===== config.mk =====
export PLATFORM = sky130hd
export DESIGN_NAME = srpc_top
export DESIGN_NICKNAME = d
export VERILOG_FILES = /design/src/logic/srpc_pkg.sv /design/src/logic/srpc_top.sv
export VERILOG_INCLUDE_DIRS = /design/src /design/src/logic
export SDC_FILE = /design/constraint.sdc
export NUM_CORES = 1
export LEC_CHECK = 0
export BUFFER_PORTS_ARGS = -buffer_cell sky130_fd_sc_hd__buf_4
export CORE_MARGIN = 2
export CORE_UTILIZATION = 40
export DETAILED_ROUTE_END_ITERATION = 10
export HOLD_SLACK_MARGIN = 0.12
export PLACE_DENSITY = 0.7
export REMOVE_ABC_BUFFERS = 1
export SYNTH_ARGS = -nofsm -noshare
export SYNTH_HDL_FRONTEND = slang
export SYNTH_SLANG_ARGS = --single-unit

===== constraint.sdc =====
create_clock -name mclk_in -period 4.4 [get_ports mclk_in]
set_clock_uncertainty 0.1 [all_clocks]
set_input_delay 0.66 -clock mclk_in [delete_from_list [all_inputs] [get_ports mclk_in]]
set_output_delay 0.66 -clock mclk_in [all_outputs]
set_load 0.01 [all_outputs]

===== src/logic/srpc_consts.svh =====
// constants for the sdram refresh and power control block
// assumes a single 25 MHz clock and a plain strobe register port
// How it works
// burst issues burst count plus one refreshes
// interval field counts clocks between refresh requests
// interval counter reloads and raises request on expiry
// zero interval means no periodic refresh
// mode 000 disable, 010 normal, 011 stand-by
// mode 100 puts memory in self-refresh
// pending counter caps at seven, overflow sticky
// state reads 001 disabled, 000 normal
// state reads 010 self-refresh, 100 stand-by
// status register ignores all writes
// writing one to clear bit 3 clears overflow
// clear register reads back zero
// control register resets to zero
// status register resets to one
// each refresh command lasts cycle length plus one
// serviced burst decrements pending count, never wraps
// mode changes only at a command boundary
`ifndef SRPC_CONSTS_SVH
`define SRPC_CONSTS_SVH
`define SRPC_ADDR_CTRL 4'h0
`define SRPC_ADDR_STATUS 4'h4
`define SRPC_ADDR_CLEAR 4'h8
`define SRPC_ADDR_IRQ_STATUS 4'hC
`define SRPC_ADDR_IRQ_MASK 4'h1
`define SRPC_CTRL_RESET 32'h00000000
`define SRPC_BURST_HI 31
`define SRPC_BURST_LO 28
`define SRPC_INTERVAL_HI 27
`define SRPC_INTERVAL_LO 16
`define SRPC_CYCLE_HI 14
`define SRPC_CYCLE_LO 12
`define SRPC_MODE_HI 2
`define SRPC_MODE_LO 0
`define SRPC_OVF_BIT 3
`define SRPC_PENDING_MAX 3'h7
`define SRPC_MODE_DISABLE 3'h0
`define SRPC_MODE_NORMAL 3'h2
`define SRPC_MODE_STANDBY 3'h3
`define SRPC_MODE_SELFREF 3'h4
`define SRPC_STATE_DISABLED 3'h1
`define SRPC_STATE_NORMAL 3'h0
`define SRPC_STATE_SELFREF 3'h2
`define SRPC_STATE_STANDBY 3'h4
`define SRPC_IRQ_OVF 0
`define SRPC_IRQ_REQ 1
`endif


===== src/logic/srpc_pkg.sv =====
// types for the sdram refresh and power control block
// assumes srpc_consts.svh is available on the include path
package srpc_pkg;
  typedef enum logic [1:0] {
    SRPC_IDLE = 2'b00,
    SRPC_REFRESH = 2'b01,
    SRPC_ACCESS = 2'b10
  } srpc_seq_t;
  typedef struct packed {
    logic [3:0] addr;
    logic [31:0] wdata;
    logic wr;
    logic rd;
  } srpc_bus_t;
  typedef struct packed {
    logic refresh_cmd;
    logic self_refresh;
    logic standby;
    logic enable;
  } srpc_mem_t;
endpackage


===== src/logic/srpc_top.sv =====
// sdram refresh scheduler, power mode control and status registers
// assumes a synchronous register port and a memory sequencer that
// reports access activity and takes one refresh command pulse at a time
`include "srpc_consts.svh"
`timescale 1ns/1ps
`default_nettype none
module srpc_top
  import srpc_pkg::*;
(
  // clock and reset
  input wire logic mclk_in,
  input wire logic reset_in,
  // register port
  input wire srpc_bus_t bus_in,
  output logic [31:0] rdata_out,
  // sequencer side
  input wire logic access_busy_in,
  output srpc_mem_t mem_out,
  // interrupt
  output logic irq_out
);
  ////////////////////////////////////////////////////////////////////
  logic [31:0] ctrl_reg;
  logic ovf_reg;
  logic [2:0] mode_reg;
  logic [1:0] irq_status_reg;
  logic [1:0] irq_mask_reg;
  logic [11:0] interval_cnt_reg;
  logic [2:0] pending_reg;
  logic [3:0] burst_left_reg;
  logic [2:0] cycle_cnt_reg;
  logic [31:0] rdata_reg;
  logic refresh_cmd_reg;
  srpc_seq_t seq_reg;
  logic [2:0] state_field;
  logic req_pulse;
  logic service_done;
  logic wr_ctrl;
  logic wr_clear;
  logic wr_irq_status;
  logic wr_irq_mask;
  logic [11:0] interval;
  logic [2:0] mode_field;
  assign wr_ctrl = bus_in.wr && (bus_in.addr == `SRPC_ADDR_CTRL);
  assign wr_clear = bus_in.wr && (bus_in.addr == `SRPC_ADDR_CLEAR);
  assign wr_irq_status = bus_in.wr && (bus_in.addr == `SRPC_ADDR_IRQ_STATUS);
  assign wr_irq_mask = bus_in.wr && (bus_in.addr == `SRPC_ADDR_IRQ_MASK);
  assign interval = ctrl_reg[`SRPC_INTERVAL_HI:`SRPC_INTERVAL_LO];
  assign mode_field = ctrl_reg[`SRPC_MODE_HI:`SRPC_MODE_LO];
  ////////////////////////////////////////////////////////////////////
  // control register
  always_ff @(posedge mclk_in)
  begin
    if (reset_in)
      ctrl_reg <= `SRPC_CTRL_RESET;
    else if (wr_ctrl)
      ctrl_reg <= bus_in.wdata;
  end
  // applied mode waits for a command boundary
  always_ff @(posedge mclk_in)
  begin
    if (reset_in)
      mode_reg <= `SRPC_MODE_DISABLE;
    else if (seq_reg == SRPC_IDLE && !access_busy_in)
      mode_reg <= ctrl_reg[`SRPC_MODE_HI:`SRPC_MODE_LO];
  end
  ////////////////////////////////////////////////////////////////////
  // refresh interval counter; counts whenever the interval is nonzero, in every mode
  always_ff @(posedge mclk_in)
  begin
    if (reset_in)
      interval_cnt_reg <= 12'h000;
    else if (interval == 12'h000 || wr_ctrl)
      interval_cnt_reg <= 12'h000;
    else if (interval_cnt_reg >= interval - 12'h001)
      interval_cnt_reg <= 12'h000;
    else
      interval_cnt_reg <= interval_cnt_reg + 12'h001;
  end
  assign req_pulse = (interval != 12'h000) && !wr_ctrl &&
    (interval_cnt_reg >= interval - 12'h001) &&
    (mode_reg == `SRPC_MODE_NORMAL || mode_reg == `SRPC_MODE_STANDBY);
  // pending requests, saturating at seven
  always_ff @(posedge mclk_in)
  begin
    if (reset_in)
      pending_reg <= 3'h0;
    else if (req_pulse && !service_done && pending_reg != `SRPC_PENDING_MAX)
      pending_reg <= pending_reg + 3'h1;
    else if (service_done && !req_pulse)
      pending_reg <= pending_reg - 3'h1;
  end
  // sticky overflow; a new overflow beats a same-cycle clear
  always_ff @(posedge mclk_in)
  begin
    if (reset_in)
      ovf_reg <= 1'b0;
    else if (req_pulse && !service_done && pending_reg == `SRPC_PENDING_MAX)
      ovf_reg <= 1'b1;
    else if (wr_clear && bus_in.wdata[`SRPC_OVF_BIT])
      ovf_reg <= 1'b0;
  end
  ////////////////////////////////////////////////////////////////////
  // refresh burst sequencer, runs between memory accesses
  assign service_done = (seq_reg == SRPC_REFRESH) && (cycle_cnt_reg == 3'h0) &&
    (burst_left_reg == 4'h0);
  always_ff @(posedge mclk_in)
  begin
    if (reset_in)
    begin
      seq_reg <= SRPC_IDLE;
      burst_left_reg <= 4'h0;
      cycle_cnt_reg <= 3'h0;
      refresh_cmd_reg <= 1'b0;
    end
    else
    begin
      refresh_cmd_reg <= 1'b0;
      case (seq_reg)
        SRPC_IDLE:
        begin
          if (access_busy_in)
            seq_reg <= SRPC_ACCESS;
          // judged on the mode applied at this same edge, so a burst never
          // starts just as the controller is switched off
          else if (pending_reg != 3'h0 && (mode_field == `SRPC_MODE_NORMAL ||
                   mode_field == `SRPC_MODE_STANDBY))
          begin
            seq_reg <= SRPC_REFRESH;
            burst_left_reg <= ctrl_reg[`SRPC_BURST_HI:`SRPC_BURST_LO];
            cycle_cnt_reg <= ctrl_reg[`SRPC_CYCLE_HI:`SRPC_CYCLE_LO];
            refresh_cmd_reg <= 1'b1;
          end
        end
        SRPC_REFRESH:
        begin
          if (cycle_cnt_reg != 3'h0)
            cycle_cnt_reg <= cycle_cnt_reg - 3'h1;
          else if (burst_left_reg != 4'h0)
          begin
            burst_left_reg <= burst_left_reg - 4'h1;
            cycle_cnt_reg <= ctrl_reg[`SRPC_CYCLE_HI:`SRPC_CYCLE_LO];
            refresh_cmd_reg <= 1'b1;
          end
          else
            seq_reg <= SRPC_IDLE;
        end
        SRPC_ACCESS:
        begin
          if (!access_busy_in)
            seq_reg <= SRPC_IDLE;
        end
        default:
          seq_reg <= SRPC_IDLE;
      endcase
    end
  end
  ////////////////////////////////////////////////////////////////////
  // reported controller state
  always_comb
  begin
    case (mode_reg)
      `SRPC_MODE_NORMAL: state_field = `SRPC_STATE_NORMAL;
      `SRPC_MODE_STANDBY: state_field = `SRPC_STATE_STANDBY;
      `SRPC_MODE_SELFREF: state_field = `SRPC_STATE_SELFREF;
      default: state_field = `SRPC_STATE_DISABLED;
    endcase
  end
  assign mem_out.refresh_cmd = refresh_cmd_reg;
  assign mem_out.self_refresh = (mode_reg == `SRPC_MODE_SELFREF);
  assign mem_out.standby = (mode_reg == `SRPC_MODE_STANDBY);
  assign mem_out.enable = (mode_reg == `SRPC_MODE_NORMAL) ||
    (mode_reg == `SRPC_MODE_STANDBY);
  ////////////////////////////////////////////////////////////////////
  // interrupt status: bit0 overflow, bit1 refresh request dropped into queue
  always_ff @(posedge mclk_in)
  begin
    if (reset_in)
      irq_status_reg <= 2'h0;
    else
      irq_status_reg <= (irq_status_reg & ~(wr_irq_status ? bus_in.wdata[1:0] : 2'h0)) |
        {req_pulse, req_pulse && !service_done && pending_reg == `SRPC_PENDING_MAX};
  end
  always_ff @(posedge mclk_in)
  begin
    if (reset_in)
      irq_mask_reg <= 2'h0;
    else if (wr_irq_mask)
      irq_mask_reg <= bus_in.wdata[1:0];
  end
  assign irq_out = |(irq_status_reg & irq_mask_reg);
  ////////////////////////////////////////////////////////////////////
  // read data one cycle after the strobe; status writes fall through
  always_ff @(posedge mclk_in)
  begin
    if (reset_in)
      rdata_reg <= 32'h00000000;
    else if (!bus_in.rd)
      rdata_reg <= 32'h00000000;
    else if (bus_in.addr == `SRPC_ADDR_CTRL)
      rdata_reg <= ctrl_reg;
    else if (bus_in.addr == `SRPC_ADDR_STATUS)
      rdata_reg <= {28'h0000000, ovf_reg, state_field};
    else if (bus_in.addr == `SRPC_ADDR_IRQ_STATUS)
      rdata_reg <= {30'h00000000, irq_status_reg};
    else if (bus_in.addr == `SRPC_ADDR_IRQ_MASK)
      rdata_reg <= {30'h00000000, irq_mask_reg};
    else
      rdata_reg <= 32'h00000000;
  end
  assign rdata_out = rdata_reg;
endmodule // srpc_top
`default_nettype wire


---- Word-level counts from Yosys, hierarchy flattened ----
Index checks and enable logic that the tools add are counted.
operators by class
  reduce and logical (&&, ||, !) cells .... 41
  bitwise logic cells ..................... 5
  shift operators ......................... 0
  divide/modulo/power cells ............... 0
  add/sub/neg operators ................... 6
  multipliers ............................. 0
  order comparisons ....................... 1
  mux-type cells .......................... 31
  equality and inequality tests ........... 21
operator list
  operator                                                               number
  32-bit two-way mux                                                     1
  4-bit two-way mux                                                      5
  3-bit two-way mux                                                      6
  1-bit logical AND                                                      16
  2-bit two-way mux                                                      8
  12-bit by 1-bit adder with 12-bit output, second input constant        1
  3-bit by 2-bit equality test with 1-bit output, second input constant  4
  12-bit >= comparator                                                   1
  12-bit zero test                                                       1
  12-bit nonzero test                                                    1
  12-bit by 1-bit subtractor with 12-bit output, second input constant   1
  3-bit one-hot mux with 3 select lines                                  1
  4-bit equality test, second input constant                             2
  4-bit zero test                                                        2
  2-bit != test, second input constant                                   4
  4-bit one-hot mux with 2 select lines                                  1
  4-bit AND reduction                                                    2
  3-bit equality test, second input constant                             2
  1-bit two-way mux                                                      6
  2-bit one-hot mux with 3 select lines                                  1
  3-bit one-hot mux with 2 select lines                                  1
  2-bit nonzero test                                                     3
  3-bit nonzero test                                                     2
  3-bit by 1-bit subtractor with 3-bit output, second input constant     2
  23 further kinds                                                       31
storage, ports and cells
  register bits after elaboration ......... 97
  bits in read-only memories .............. 0
  output and inout bits ................... 37
  bits in writable memories ............... 0
  latch bits .............................. 0
  input port bits ......................... 41
  memories kept ........................... 0

---- Longest topological paths before layout ----
Gate-level depths: netlist of run 1.
  depth after elaboration ................. 10
  mapped depth ............................ 17
  gate-level depth less buffers ........... 17

---- Worst setup path before layout of run 1 ----
OpenSTA, ideal clock, no wires.
  kind .................................... flip-flop to flip-flop
  start ................................... register ctrl_reg[18]
  end ..................................... register pending_reg[2]
  arrival ................................. 3.065 ns
  setup time .............................. 0.121 ns
  stages on the path, launching flop included .. 18
  path slack .............................. 1.114 ns
  cells stage by stage .................... dfxtp_1 -> nor2_1 -> nand2_1 -> nor3_1 -> nand2_1 -> nor4_1 -> xnor2_1 -> ha_1 -> nand4_1 -> nor2_1 -> a31oi_2 -> a21oi_1 -> nand2_1 -> fa_1 -> inv_1 -> nor4_1 -> a32oi_1 -> mux2_2
on the way
  word-level cells in the longest chain between the ends .. 7
  elaborated cells on any way between the ends .. 12
  classes of those cells .................. 1 x add/sub; 1 x order compare; 1 x mux; 9 x reduce/logical
ends and longest elaborated chain
  what                                                                                  RTL line                        text
  from (decl)                                                                           srpc_top.sv:23                  logic [31:0] ctrl_reg;
  from (signal assigned)                                                                srpc_top.sv:55                  ctrl_reg <= `SRPC_CTRL_RESET;
  from (signal assigned)                                                                srpc_top.sv:57                  ctrl_reg <= bus_in.wdata;
  12-bit by 1-bit subtractor with 12-bit output or 12-bit nonzero test (tied branches)  srpc_top.sv:81, srpc_top.sv:80
  12-bit >= comparator or 1-bit logical AND (tied branches)                             srpc_top.sv:81, srpc_top.sv:80
  1-bit logical AND * (2 in series)                                                     srpc_top.sv:80                  assign req_pulse = (interval != 12'h000) && !wr_ctrl &&
  1-bit logical AND or 1-bit zero test (tied branches)                                  srpc_top.sv:88, srpc_top.sv:90
  1-bit logical AND, on equally long branches                                           n/a
  3-bit two-way mux or 2-bit nonzero test (tied branches)                               n/a
  to (signal assigned)                                                                  srpc_top.sv:89                  pending_reg <= pending_reg + 3'h1;
  to (signal assigned)                                                                  srpc_top.sv:91                  pending_reg <= pending_reg - 3'h1;
  to (decl)                                                                             srpc_top.sv:29                  logic [2:0] pending_reg;
Mark *: on every way between the ends. The rest lies on a longest branch, timed or not.
A chain may end at the register's enable or synchronous reset.

---- Final worst setup path of run 1 ----
Same ends and word-level chain as after synthesis.

==> flow_summary_export.csv, run 1 <==
group,metric,value,unit
sta,grt_setup_unrepaired,"false",
power,intPower,0.00116,W
worst_hold_path,whs_endpoint,"ctrl_reg[6]$_SDFFE_PP0P_",
critical_path,criticalPathCategory,"flip-flop to flip-flop",
cts,postCtsSetupRepairBufs,0,
run,maxCapViolCount,0,
power,ir_drop,0.000123,V
floorplanning,num_io_pins,78,
floorplanning,die_area,11100,µm²
cts,cts-buffers-inserted,9,
layout,area_growth,21.4,%
layout,n_antenna_cell,0,
worst_hold_path,min-delay-start,"ctrl_reg[6]$_SDFFE_PP0P_",
route,drt_first_pass_iters,4,
power,power,0.00156,W
cts,post_cts_resize_count,0,
global_routing,grt_max_degree,59,
cts,cts-root-buf,"clkbuf_8",
critical_path,reg2regPathDepth,17,
sta,min_period,3.68,ns
cts,clkLatencyLatePin,0.36,ns
floorplanning,die_h,105,µm
outcome,status,"complete, no violations",
logic_synthesis,synth_warnings,0,
critical_path,setup.worst_path.start,"ctrl_reg[18]$_SDFFE_PP0P_",
layout,fin_area,5000,µm²
placement,dp_hpwl,6450,µm
route,wirelength,8790,µm
worst_hold_path,whs_path_depth,2,
critical_path,start_kind,"flip-flop",
global_routing,grt_antenna_before_repair,0,
worst_hold_path,min_path_type,"flip-flop to flip-flop",
sta,hold_viol_final,0,
floorplanning,core,10100,µm²
logic_synthesis,synth-edff-count,0,
logic_synthesis,synth-main-ff-cell,"dfxtp_1",
floorplanning,die_x,105,µm
floorplanning,initial_utilization,40.6,%
cts,hold_buffers,0,
placement,io_buffers,77,
cts,cts_max_level,3,
route,met3WireLength,436,µm
critical_path,timing.rr.end,"pending_reg[2]$_SDFFE_PP0P_",
placement,placed_cells,678,
critical_path,cp-end-kind,"flip-flop",
cts,cts_buffer_depth,2,
route,routedWlPerCell,12.7,µm
power,p_comb_share,6.2,%
logic_synthesis,ys_seq_area_share,47.1,%
power,switching_power,0.000399,W
route,drtIter0Drc,98,
route,met1Wirelength,3940,µm
layout,layout.cells.non_filler,694,
global_routing,grtUsageTotal,16.1,%
cts,clk_pin_slew,0.11,ns
critical_path,rrSetupSlack,0.72,ns
global_routing,overflow,0,
cts,clock-sinks,97,
route,ant_nets,0,
placement,dpl_cell_area,4800,µm²
logic_synthesis,synth.distinct_cells,45,
logic_synthesis,synth_top_cell_by_area,"dfxtp_1",
route,vias,3375,
layout,final_nets,612,
sta,setup_viol,0,
power,power.share.switching,25.7,%
power,power.density,311,nW/µm²
logic_synthesis,ys_async_sr_fraction,0,%
route,drc_errors,0,
critical_path,r2r-start,"ctrl_reg[18]$_SDFFE_PP0P_",
sta,worstMarginPinSlew,0.728,ns
sta,fin_crit_sh,83.6,%
logic_synthesis,synthCells,482,
critical_path,cp.arrival,3.83,ns
power,pwr-share-clk,36.8,%
sta,max_freq,272,MHz
logic_synthesis,synth_area,4120,µm²
layout,drive_gt1_share,19.0,%
critical_path,critical_path_required,4.55,ns
sta,timing.setup.tns,0,ns
power,p_leak,2.08,nW
logic_synthesis,synth_area_leaders,"dfxtp_1 (47%), nand2_1 (7.9%), a21oi_1 (6.2%)",
sta,slew_violations,0,
floorplanning,rows,37,
placement,gp_congestion,0.840,
route,via_per_inst,4.86,
critical_path,worst-path-max-fanout,6,
logic_synthesis,yosys_register_bits,97,
logic_synthesis,synth_top_area_share,47.1,%
global_routing,grt_pass1_vias,3163,
sta,relSlewSlack,51.0,%
route,met2_length,4280,µm
route,highest_layer,"met4",
logic_synthesis,synth_area_per_cell,8.55,µm²
cts,tritoncts,"built",
global_routing,grt_pass1_wl,14500,µm
power,p_seq_share,57.0,%
cells in the mapped netlist, types with 2 or more instances:
library cell   n
xor2_1        10
ha_1          17
a22o_1         2
inv_1         15
nand2b_1       8
dfxtp_1       97
a22oi_1        2
nand3_1       12
buf_2          4
nand2_1       87
nor3_1        10
and2_1        28
a31oi_1        4
mux2i_1        6
xnor2_1       10
clkbuf_1      13
a21oi_1       51
nor2_1        48
nor2b_1        4
and3_1         4
nand4_1        6
nand3b_1       3
nor4_1         7
mux2_2         3
nand4b_1       2
o21ai_0       10
worst max path at each step:
stage                     slack (ns)  depth (start not counted)                          end
after floorplan                 1.11                         17  pending_reg[2]$_SDFFE_PP0P_
after global placement          0.92                         17  pending_reg[2]$_SDFFE_PP0P_
after detailed placement        0.75                         17  pending_reg[2]$_SDFFE_PP0P_
after CTS                       0.73                         17  pending_reg[2]$_SDFFE_PP0P_
after global routing            0.32                         17  pending_reg[2]$_SDFFE_PP0P_
final                           0.72                         17  pending_reg[2]$_SDFFE_PP0P_
logic make-up after synthesis:
group | after synthesis | share of synthesized area, %
AOI/OAI and AO/OA | 75 | 10.2
xor gates and xnor gates | 20 | 4.25
and+or+nand+nor | 228 | 26.8
adders and majority gates | 18 | 5.65
DFF | 97 | 47.1
muxes | 9 | 2.28
buffers and inverters | 35 | 3.61
power by group through the flow:
stage / Sequential (W) / Combinational (W) / Clock, W
after floorplan: 0.000907 / 0.0000436 / 0
after global placement: 0.000908 / 0.0000941 / 0
after detailed placement: 0.000909 / 0.0000970 / 0
after CTS: 0.000888 / 0.0000974 / 0.000596
after global routing: 0.000890 / 0.000107 / 0.000637
final: 0.000888 / 0.0000963 / 0.000573
layer usage:
| metal | GRT usage, % | vias to the layer above |
|---|---|---|
| met5 | 0 | - |
| met1 | 19.9 | 1536 |
| met2 | 27.6 | 72 |
| met4 | 6.30 | 0 |
| li1 | - | 1752 |
| met3 | 3.15 | 15 |
cells in the final DEF (no fill, tap or decap), types with 2 or more instances in the layout:
| master | instances |
|---|---|
| and2_1 | 28 |
| nand2b_1 | 8 |
| nor4_1 | 7 |
| nor2_1 | 48 |
| nand3_1 | 12 |
| nand2_1 | 87 |
| mux2_2 | 3 |
| o21ai_0 | 10 |
| a22oi_1 | 2 |
| clkbuf_8 | 9 |
| nand4_1 | 6 |
| mux2i_1 | 6 |
| clkinv_4 | 2 |
| dfxtp_1 | 97 |
| a22o_1 | 2 |
| nor3_1 | 10 |
| xor2_1 | 10 |
| buf_4 | 80 |
| ha_1 | 17 |
| a31oi_1 | 4 |
| nand4b_1 | 2 |
| inv_8 | 4 |
| and3_1 | 4 |
| inv_1 | 15 |
| nand3b_1 | 3 |
| nor2b_1 | 4 |
| a21oi_1 | 51 |
| xnor2_1 | 10 |
critical path, stage by stage (launching register included):
cell and delay (ns):
dfxtp_1 0.38, nor2_1 0.20, nand2_1 0.09, nor3_1 0.21, nand2_1 0.12, nor4_1 0.23, xnor2_1 0.12, ha_1 0.32
nand4_1 0.11, nor2_1 0.16, a31oi_2 0.13, a21oi_1 0.27, nand2_1 0.11, fa_1 0.37, inv_1 0.07, nor4_1 0.05
a32oi_1 0.19, mux2_2 0.35
cell type report:
type,count,area [µm²]
clock buffer,9,124
inverter,15,56.3
clock inverter,7,78.8
fill,991,5140
tap,136,170
multi-input combinational,350,2030
sequential,97,1940
timing repair buffer,80,601
through the flow:
step	util [%]	hold WS [ns]	setup slack (ns)
6_report	49.3	0.357	0.720
5_1_grt	49.3	0.383	0.319
4_1_cts	49.3	0.362	0.726
3_5_place_dp	47.3	0.339	0.754
3_3_place_gp	47.3	0.336	0.923
2_1_floorplan	-	0.326	1.11
(Power assumes the default switching activity.)
==> run 2: changes to the inputs <==
==> constraint.sdc (replaced) <==
create_clock -name mclk_in -period 3.8 [get_ports mclk_in]
set_clock_uncertainty 0.1 [all_clocks]
set_input_delay 0.57 -clock mclk_in [delete_from_list [all_inputs] [get_ports mclk_in]]
set_output_delay 0.57 -clock mclk_in [all_outputs]
set_load 0.01 [all_outputs]
==> run 2 against run 1 <==
Net effect: sequential power is 16% higher; flip-flop and latch count is the same; final cell count is 0.14% higher; critical path type unchanged; highest routed layer unchanged.
==> flow_summary_export.csv, run 2 (synthesized netlist as in run 1, its figures left out) <==
group,metric,value,unit
layout,n_antenna_cell,0,
floorplanning,num_io_pins,78,
power,pwr-share-clk,36.7,%
worst_hold_path,min-delay-start,"bus_in[35]",
layout,final_nets,613,
route,drtIter0Drc,148,
layout,layout.cells.non_filler,695,
cts,cts_buffer_depth,2,
layout,regArea,1940,µm²
route,via_per_inst,4.93,
placement,dpl_cell_area,4800,µm²
power,ir_drop,0.000244,V
cts,cts-buffers-inserted,9,
cts,tritoncts,"built",
layout,n_fill_cell,978,
route,vias,3424,
placement,dp_hpwl,6370,µm
layout,layout_commonest_cell,"dfxtp_1",
critical_path,timing.rr.end,"pending_reg[2]$_SDFFE_PP0P_",
outcome,status,"complete, no violations",
layout,drive_gt1_share,19.7,%
cts,cts-root-buf,"clkbuf_8",
global_routing,use_met2,28.5,%
sta,worstMarginPinSlew,0.736,ns
power,power,0.00180,W
global_routing,use_met1,19.5,%
power,intPower,0.00134,W
placement,placed_cells,678,
global_routing,overflow,0,
worst_hold_path,min_path_type,"primary input to flip-flop",
placement,io_buffers,77,
power,p_leak,2.08,nW
global_routing,grt_max_degree,59,
route,ant_nets,0,
sta,max_freq,283,MHz
sta,fin_crit_sh,92.9,%
critical_path,r2r-start,"ctrl_reg[18]$_SDFFE_PP0P_",
floorplanning,die_area,11100,µm²
critical_path,start_kind,"flip-flop",
cts,clkLatencyLatePin,0.37,ns
sta,slew_violations,0,
critical_path,criticalPathCategory,"flip-flop to flip-flop",
run,maxCapViolCount,0,
cts,clk_pin_slew,0.10,ns
critical_path,critical_path_required,3.97,ns
worst_hold_path,whs_endpoint,"rdata_out[1]$_SDFF_PP0_",
critical_path,worst-path-max-fanout,6,
floorplanning,core,10100,µm²
layout,multi_input_area,2040,µm²
cts,cts_max_level,3,
global_routing,grtUsageTotal,16.6,%
floorplanning,die_h,105,µm
global_routing,grt_pass1_vias,3234,
route,wirelength,8970,µm
route,drc_errors,0,
worst_hold_path,whs_path_depth,2,
sta,hold_viol_final,0,
sta,min_period,3.53,ns
critical_path,cp-end-kind,"flip-flop",
route,drt_first_pass_iters,4,
route,routedWlPerCell,12.9,µm
critical_path,cp.arrival,3.70,ns
critical_path,reg2regPathDepth,17,
power,p_comb_share,6.2,%
floorplanning,die_x,105,µm
sta,setup_viol,0,
floorplanning,rows,37,
power,switching_power,0.000465,W
global_routing,grt_pass1_wl,14800,µm
power,p_seq_share,57.1,%
global_routing,grt_antenna_before_repair,0,
sta,relSlewSlack,50.5,%
power,power.density,359,nW/µm²
cts,clock-sinks,97,
layout,area_growth,21.7,%
floorplanning,initial_utilization,40.6,%
power,power.share.switching,25.8,%
global_routing,gr-usage-met3,4.89,%
global_routing,grt.busiest_layer,"met2",
placement,gp_congestion,0.810,
layout,layout_common_cells,"dfxtp_1 (97), nand2_1 (87), buf_4 (81)",
layout,fin_area,5010,µm²
critical_path,rrSetupSlack,0.27,ns
-- run 2: power by group through the flow --
stage               clock (W)  combinational [W]  sequential (W)
detailed placement          0           0.000112         0.00105
CTS                  0.000681           0.000112         0.00103
global route         0.000731           0.000125         0.00103
finish               0.000660           0.000112         0.00103
global placement            0           0.000109         0.00105
floorplan                   0          0.0000505         0.00105
-- run 2: final cells by class --
class                      count  share of cell area [%]
clock inverter                 7                    1.40
multi-input combinational    350                    40.7
sequential                    97                    38.7
inverter                      15                    1.12
timing repair buffer          81                    12.1
clock buffer                   9                    2.47
tap                          136                    3.39
-- run 2: through the flow --
| stage | utilization [%] | setup TNS (ns) | hold WS (ns) | setup WS [ns] |
|---|---|---|---|---|
| floorplan | - | 0 | 0.326 | 0.514 |
| CTS | 49.2 | 0 | 0.312 | 0.123 |
| finish | 49.4 | 0 | 0.326 | 0.271 |
| global route | 49.4 | -0.0127 | 0.307 | -0.0127 |
| global placement | 47.3 | 0 | 0.336 | 0.327 |
| detailed placement | 47.3 | 0 | 0.338 | 0.180 |
-- run 2: worst max-delay path by stage --
stage | startpoint | end | slack (ns) | cells past startpoint
after floorplan | ctrl_reg[18]$_SDFFE_PP0P_ | pending_reg[2]$_SDFFE_PP0P_ | 0.51 | 17
after global placement | ctrl_reg[18]$_SDFFE_PP0P_ | pending_reg[2]$_SDFFE_PP0P_ | 0.33 | 17
after detailed placement | ctrl_reg[18]$_SDFFE_PP0P_ | pending_reg[2]$_SDFFE_PP0P_ | 0.18 | 17
after CTS | ctrl_reg[18]$_SDFFE_PP0P_ | pending_reg[2]$_SDFFE_PP0P_ | 0.12 | 17
after global routing | ctrl_reg[18]$_SDFFE_PP0P_ | pending_reg[2]$_SDFFE_PP0P_ | -0.01 | 17
final | ctrl_reg[18]$_SDFFE_PP0P_ | pending_reg[2]$_SDFFE_PP0P_ | 0.27 | 17
-- run 2: timing repair --
action,4_1_cts,5_1_grt
buffers inserted,0,1
hold buffers,0,0
endpoints found under the setup margin,0,1
gates resized for setup,0,3
-- run 2: layer usage --
metal | share of wire (%) | wire length [µm]
met1 | 44 | 3910
met2 | 49 | 4420
met3 | 5.0 | 451
met4 | 2.2 | 194
met5 | 0 | 0
-- run 2: worst max-delay path, cell delays in order, from the launching register on --
cell and delay, ns:
dfxtp_1 0.38, nor2_2 0.17, nand2_1 0.08, nor3_1 0.19, nand2_1 0.12, nor3_1 0.19, xnor2_1 0.10, ha_1 0.32
nand4_1 0.14, nor2_1 0.16, a31oi_2 0.14, a21oi_2 0.22, nand2_1 0.09, fa_1 0.36, inv_1 0.08, nor4_1 0.05
a32oi_1 0.18, mux2_2 0.35
==> run 3: changes to the inputs <==
--- a/config.mk
+++ b/config.mk
@@ -6,12 +6,12 @@
 export SDC_FILE = /design/constraint.sdc
 export NUM_CORES = 1
 export LEC_CHECK = 0
+export ABC_AREA = 1
 export BUFFER_PORTS_ARGS = -buffer_cell sky130_fd_sc_hd__buf_4
 export CORE_MARGIN = 2
 export CORE_UTILIZATION = 40
 export DETAILED_ROUTE_END_ITERATION = 10
 export HOLD_SLACK_MARGIN = 0.12
-export PLACE_DENSITY = 0.7
 export REMOVE_ABC_BUFFERS = 1
 export SYNTH_ARGS = -nofsm -noshare
 export SYNTH_HDL_FRONTEND = slang
==> run 3 against run 2 <==
Net effect: sequential share of layout area up 0.16 points; first-iteration DRC count fell by 52%; final cell count is 4.9% higher; routed wire length is 4.9% lower; hold slack gained 0.013 ns; critical path type unchanged; critical endpoint unchanged; largest cell class is now sequential cells; highest routed layer unchanged.
==> flow_summary_export.csv, run 3 <==
group,metric,value,unit
logic_synthesis,synth_area_per_cell,7.92,µm²
layout,layout_commonest_cell,"dfxtp_1",
power,intPower,0.00141,W
route,routedWlPerCell,11.7,µm
logic_synthesis,synth_top_cell_by_area,"dfxtp_1",
route,drc_errors,0,
logic_synthesis,synth_top_area_share,47.3,%
cts,cts-root-buf,"clkbuf_8",
layout,utilization,50.6,%
placement,gp_congestion,0.827,
worst_hold_path,whs_path_depth,2,
sta,fin_crit_sh,90.8,%
route,ant_nets,0,
logic_synthesis,synth_xor_area_share,3.63,%
logic_synthesis,synthCells,518,
global_routing,grt_max_degree,63,
sta,max_freq,290,MHz
critical_path,cp.arrival,3.61,ns
placement,dpl_cell_area,4790,µm²
layout,fin_area,4990,µm²
power,power.density,374,nW/µm²
layout,regArea,1940,µm²
logic_synthesis,synth_area,4100,µm²
placement,dp_slack,0.360,ns
critical_path,start_kind,"flip-flop",
logic_synthesis,synth-simple-area-share,19.9,%
critical_path,criticalPathCategory,"flip-flop to flip-flop",
outcome,status,"complete, no violations",
cts,cts_max_level,3,
layout,multi_input_area,1770,µm²
cts,clock-sinks,97,
logic_synthesis,synth_compound_area_share,13.8,%
logic_synthesis,synth_warnings,0,
global_routing,grtUsageTotal,16.2,%
route,via_per_inst,4.66,
floorplanning,rows,36,
cts,tritoncts,"built",
layout,final_nets,650,
global_routing,grt_antenna_before_repair,0,
cts,clk_pin_slew,0.10,ns
logic_synthesis,synth.mux.area_fraction,0,%
layout,n_antenna_cell,0,
logic_synthesis,synth.most_common_cell,"dfxtp_1",
power,p_leak,2.17,nW
layout,n_fill_cell,980,
sta,setup_viol,0,
logic_synthesis,synth-edff-count,0,
critical_path,critical_path_required,3.96,ns
power,p_seq_share,55.5,%
sta,timing.setup.tns,0,ns
floorplanning,num_io_pins,78,
global_routing,grt_pass1_vias,3364,
logic_synthesis,ys_async_sr_fraction,0,%
cts,hold_buffers,0,
floorplanning,die_h,105,µm
route,met3WireLength,398,µm
route,drtIter0Drc,71,
cts,post_cts_resize_count,0,
cts,clkLatencyLatePin,0.36,ns
floorplanning,core,9860,µm²
sta,worstMarginPinSlew,0.898,ns
sta,finalWorstSetupSlack,0.350,ns
power,pwr-share-clk,36.9,%
critical_path,worst-path-max-fanout,4,
logic_synthesis,synthAdderAreaFrac,5.67,%
placement,dp_hpwl,6270,µm
global_routing,overflow,0,
power,p_comb_share,7.6,%
logic_synthesis,synth-main-ff-cell,"dfxtp_1",
placement,io_buffers,77,
power,ir_drop,0.000218,V
layout,layout_common_cells,"dfxtp_1 (97), inv_1 (80), buf_4 (79)",
logic_synthesis,synth_top_family_by_area,"simple AND/OR/NAND/NOR gates",
floorplanning,die_x,105,µm
cts,cts_buffer_depth,2,
run,maxCapViolCount,0,
worst_hold_path,min_path_type,"flip-flop to flip-flop",
critical_path,cp-end-kind,"flip-flop",
sta,slew_violations,0,
global_routing,grt_pass1_wl,14700,µm
sta,relSlewSlack,40.1,%
power,power.share.switching,24.6,%
route,met2_length,4140,µm
sta,grt_setup_unrepaired,"false",
floorplanning,die_area,11100,µm²
sta,hold_viol_final,0,
route,drt_first_pass_iters,4,
route,vias,3394,
logic_synthesis,yosys_register_bits,97,
power,switching_power,0.000459,W
logic_synthesis,synth.distinct_cells,37,
layout,area_growth,21.7,%
floorplanning,initial_utilization,41.6,%
logic_synthesis,synth_area_leaders,"dfxtp_1 (47%), inv_1 (7.3%), nor2_1 (6.6%)",
critical_path,reg2regPathDepth,23,
sta,min_period,3.45,ns
layout,drive_gt1_share,20.0,%
logic_synthesis,synth_commonest_cells,"dfxtp_1 (97), inv_1 (80), nor2_1 (72), nand2_1 (53), o21ai_0 (49)",
route,met1Wirelength,3920,µm
route,wirelength,8530,µm
logic_synthesis,ys_seq_area_share,47.3,%
cts,cts-buffers-inserted,9,
cts,postCtsSetupRepairBufs,0,
route,highest_layer,"met4",
==> run 3: changes by cell type after synthesis, moves of 8 or more <==
cell      before  now
and2_1        28    1
nand2b_1       8    0
o21ai_0       10   49
nor2_1        48   72
inv_1         15   80
nand2_1       87   53
==> run 3: final cells by class <==
cell class	instances	share of cell area, %
Clock inverter	6	1.50
Inverter	85	6.44
Tap cell	133	3.33
Sequential cell	97	38.9
Clock buffer	10	2.56
Multi-Input combinational cell	319	35.4
Timing Repair Buffer	79	11.9
==> run 3: through the flow <==
stage	instances	power, W	hold slack, ns
6_report	729	0.00187	0.339
4_1_cts	729	0.00190	0.345
3_3_place_gp	713	0.00120	0.327
3_5_place_dp	713	0.00120	0.328
5_1_grt	729	0.00196	0.350
2_1_floorplan	501	0.00114	0.316
==> run 3: final timing paths <==
kind                             start                          end  slack, ns
min reg2reg   ctrl_reg[7]$_SDFFE_PP0P_      rdata_out[7]$_SDFF_PP0_       0.34
min           ctrl_reg[7]$_SDFFE_PP0P_      rdata_out[7]$_SDFF_PP0_       0.34
max reg2reg  ctrl_reg[18]$_SDFFE_PP0P_  pending_reg[2]$_SDFFE_PP0P_       0.35
max          ctrl_reg[18]$_SDFFE_PP0P_  pending_reg[2]$_SDFFE_PP0P_       0.35
==> run 3: critical path, stage by stage, from the launching register on <==
cell,delay (ns)
dfxtp_1,0.35
inv_1,0.11
nand3_2,0.10
nor3_2,0.16
nand2_1,0.09
nor2_2,0.14
nand3_2,0.10
nor3_2,0.13
xor2_1,0.17
inv_1,0.06
ha_1,0.29
nand2_1,0.06
nor2_1,0.13
and2_1,0.14
nand2_1,0.05
nand3_1,0.09
nand3_2,0.12
nor2_4,0.16
nand2_2,0.08
fa_1,0.38
inv_1,0.06
nand2_1,0.07
a21oi_1,0.14
nor2_1,0.05
==> run 3: cell families (layout without fill, tap and decap cells) <==
kind of cell / Yosys count / count (layout)
AND/OR/NAND/NOR: 177 / 177
AO/OA/AOI/OAI: 107 / 107
buffers and inverters: 102 / 180
flip-flops: 97 / 97
adder cells (fa/ha/maj): 18 / 18
XOR/XNOR: 17 / 17
==> run 3: metal layers <==
metal	GRT usage [%]	vias up
met2	27.6	57
met3	4.82	8
met5	0	-
met1	19.7	1538
met4	4.67	0
li1	-	1791
==> run 3: power by group through the flow <==
stage	Combinational [W]	Clock, W	Sequential (W)
after floorplan	0.0000829	0	0.00106
after global placement	0.000140	0	0.00106
after detailed placement	0.000143	0	0.00106
after CTS	0.000144	0.000715	0.00104
after global routing	0.000163	0.000756	0.00104
final	0.000142	0.000690	0.00104
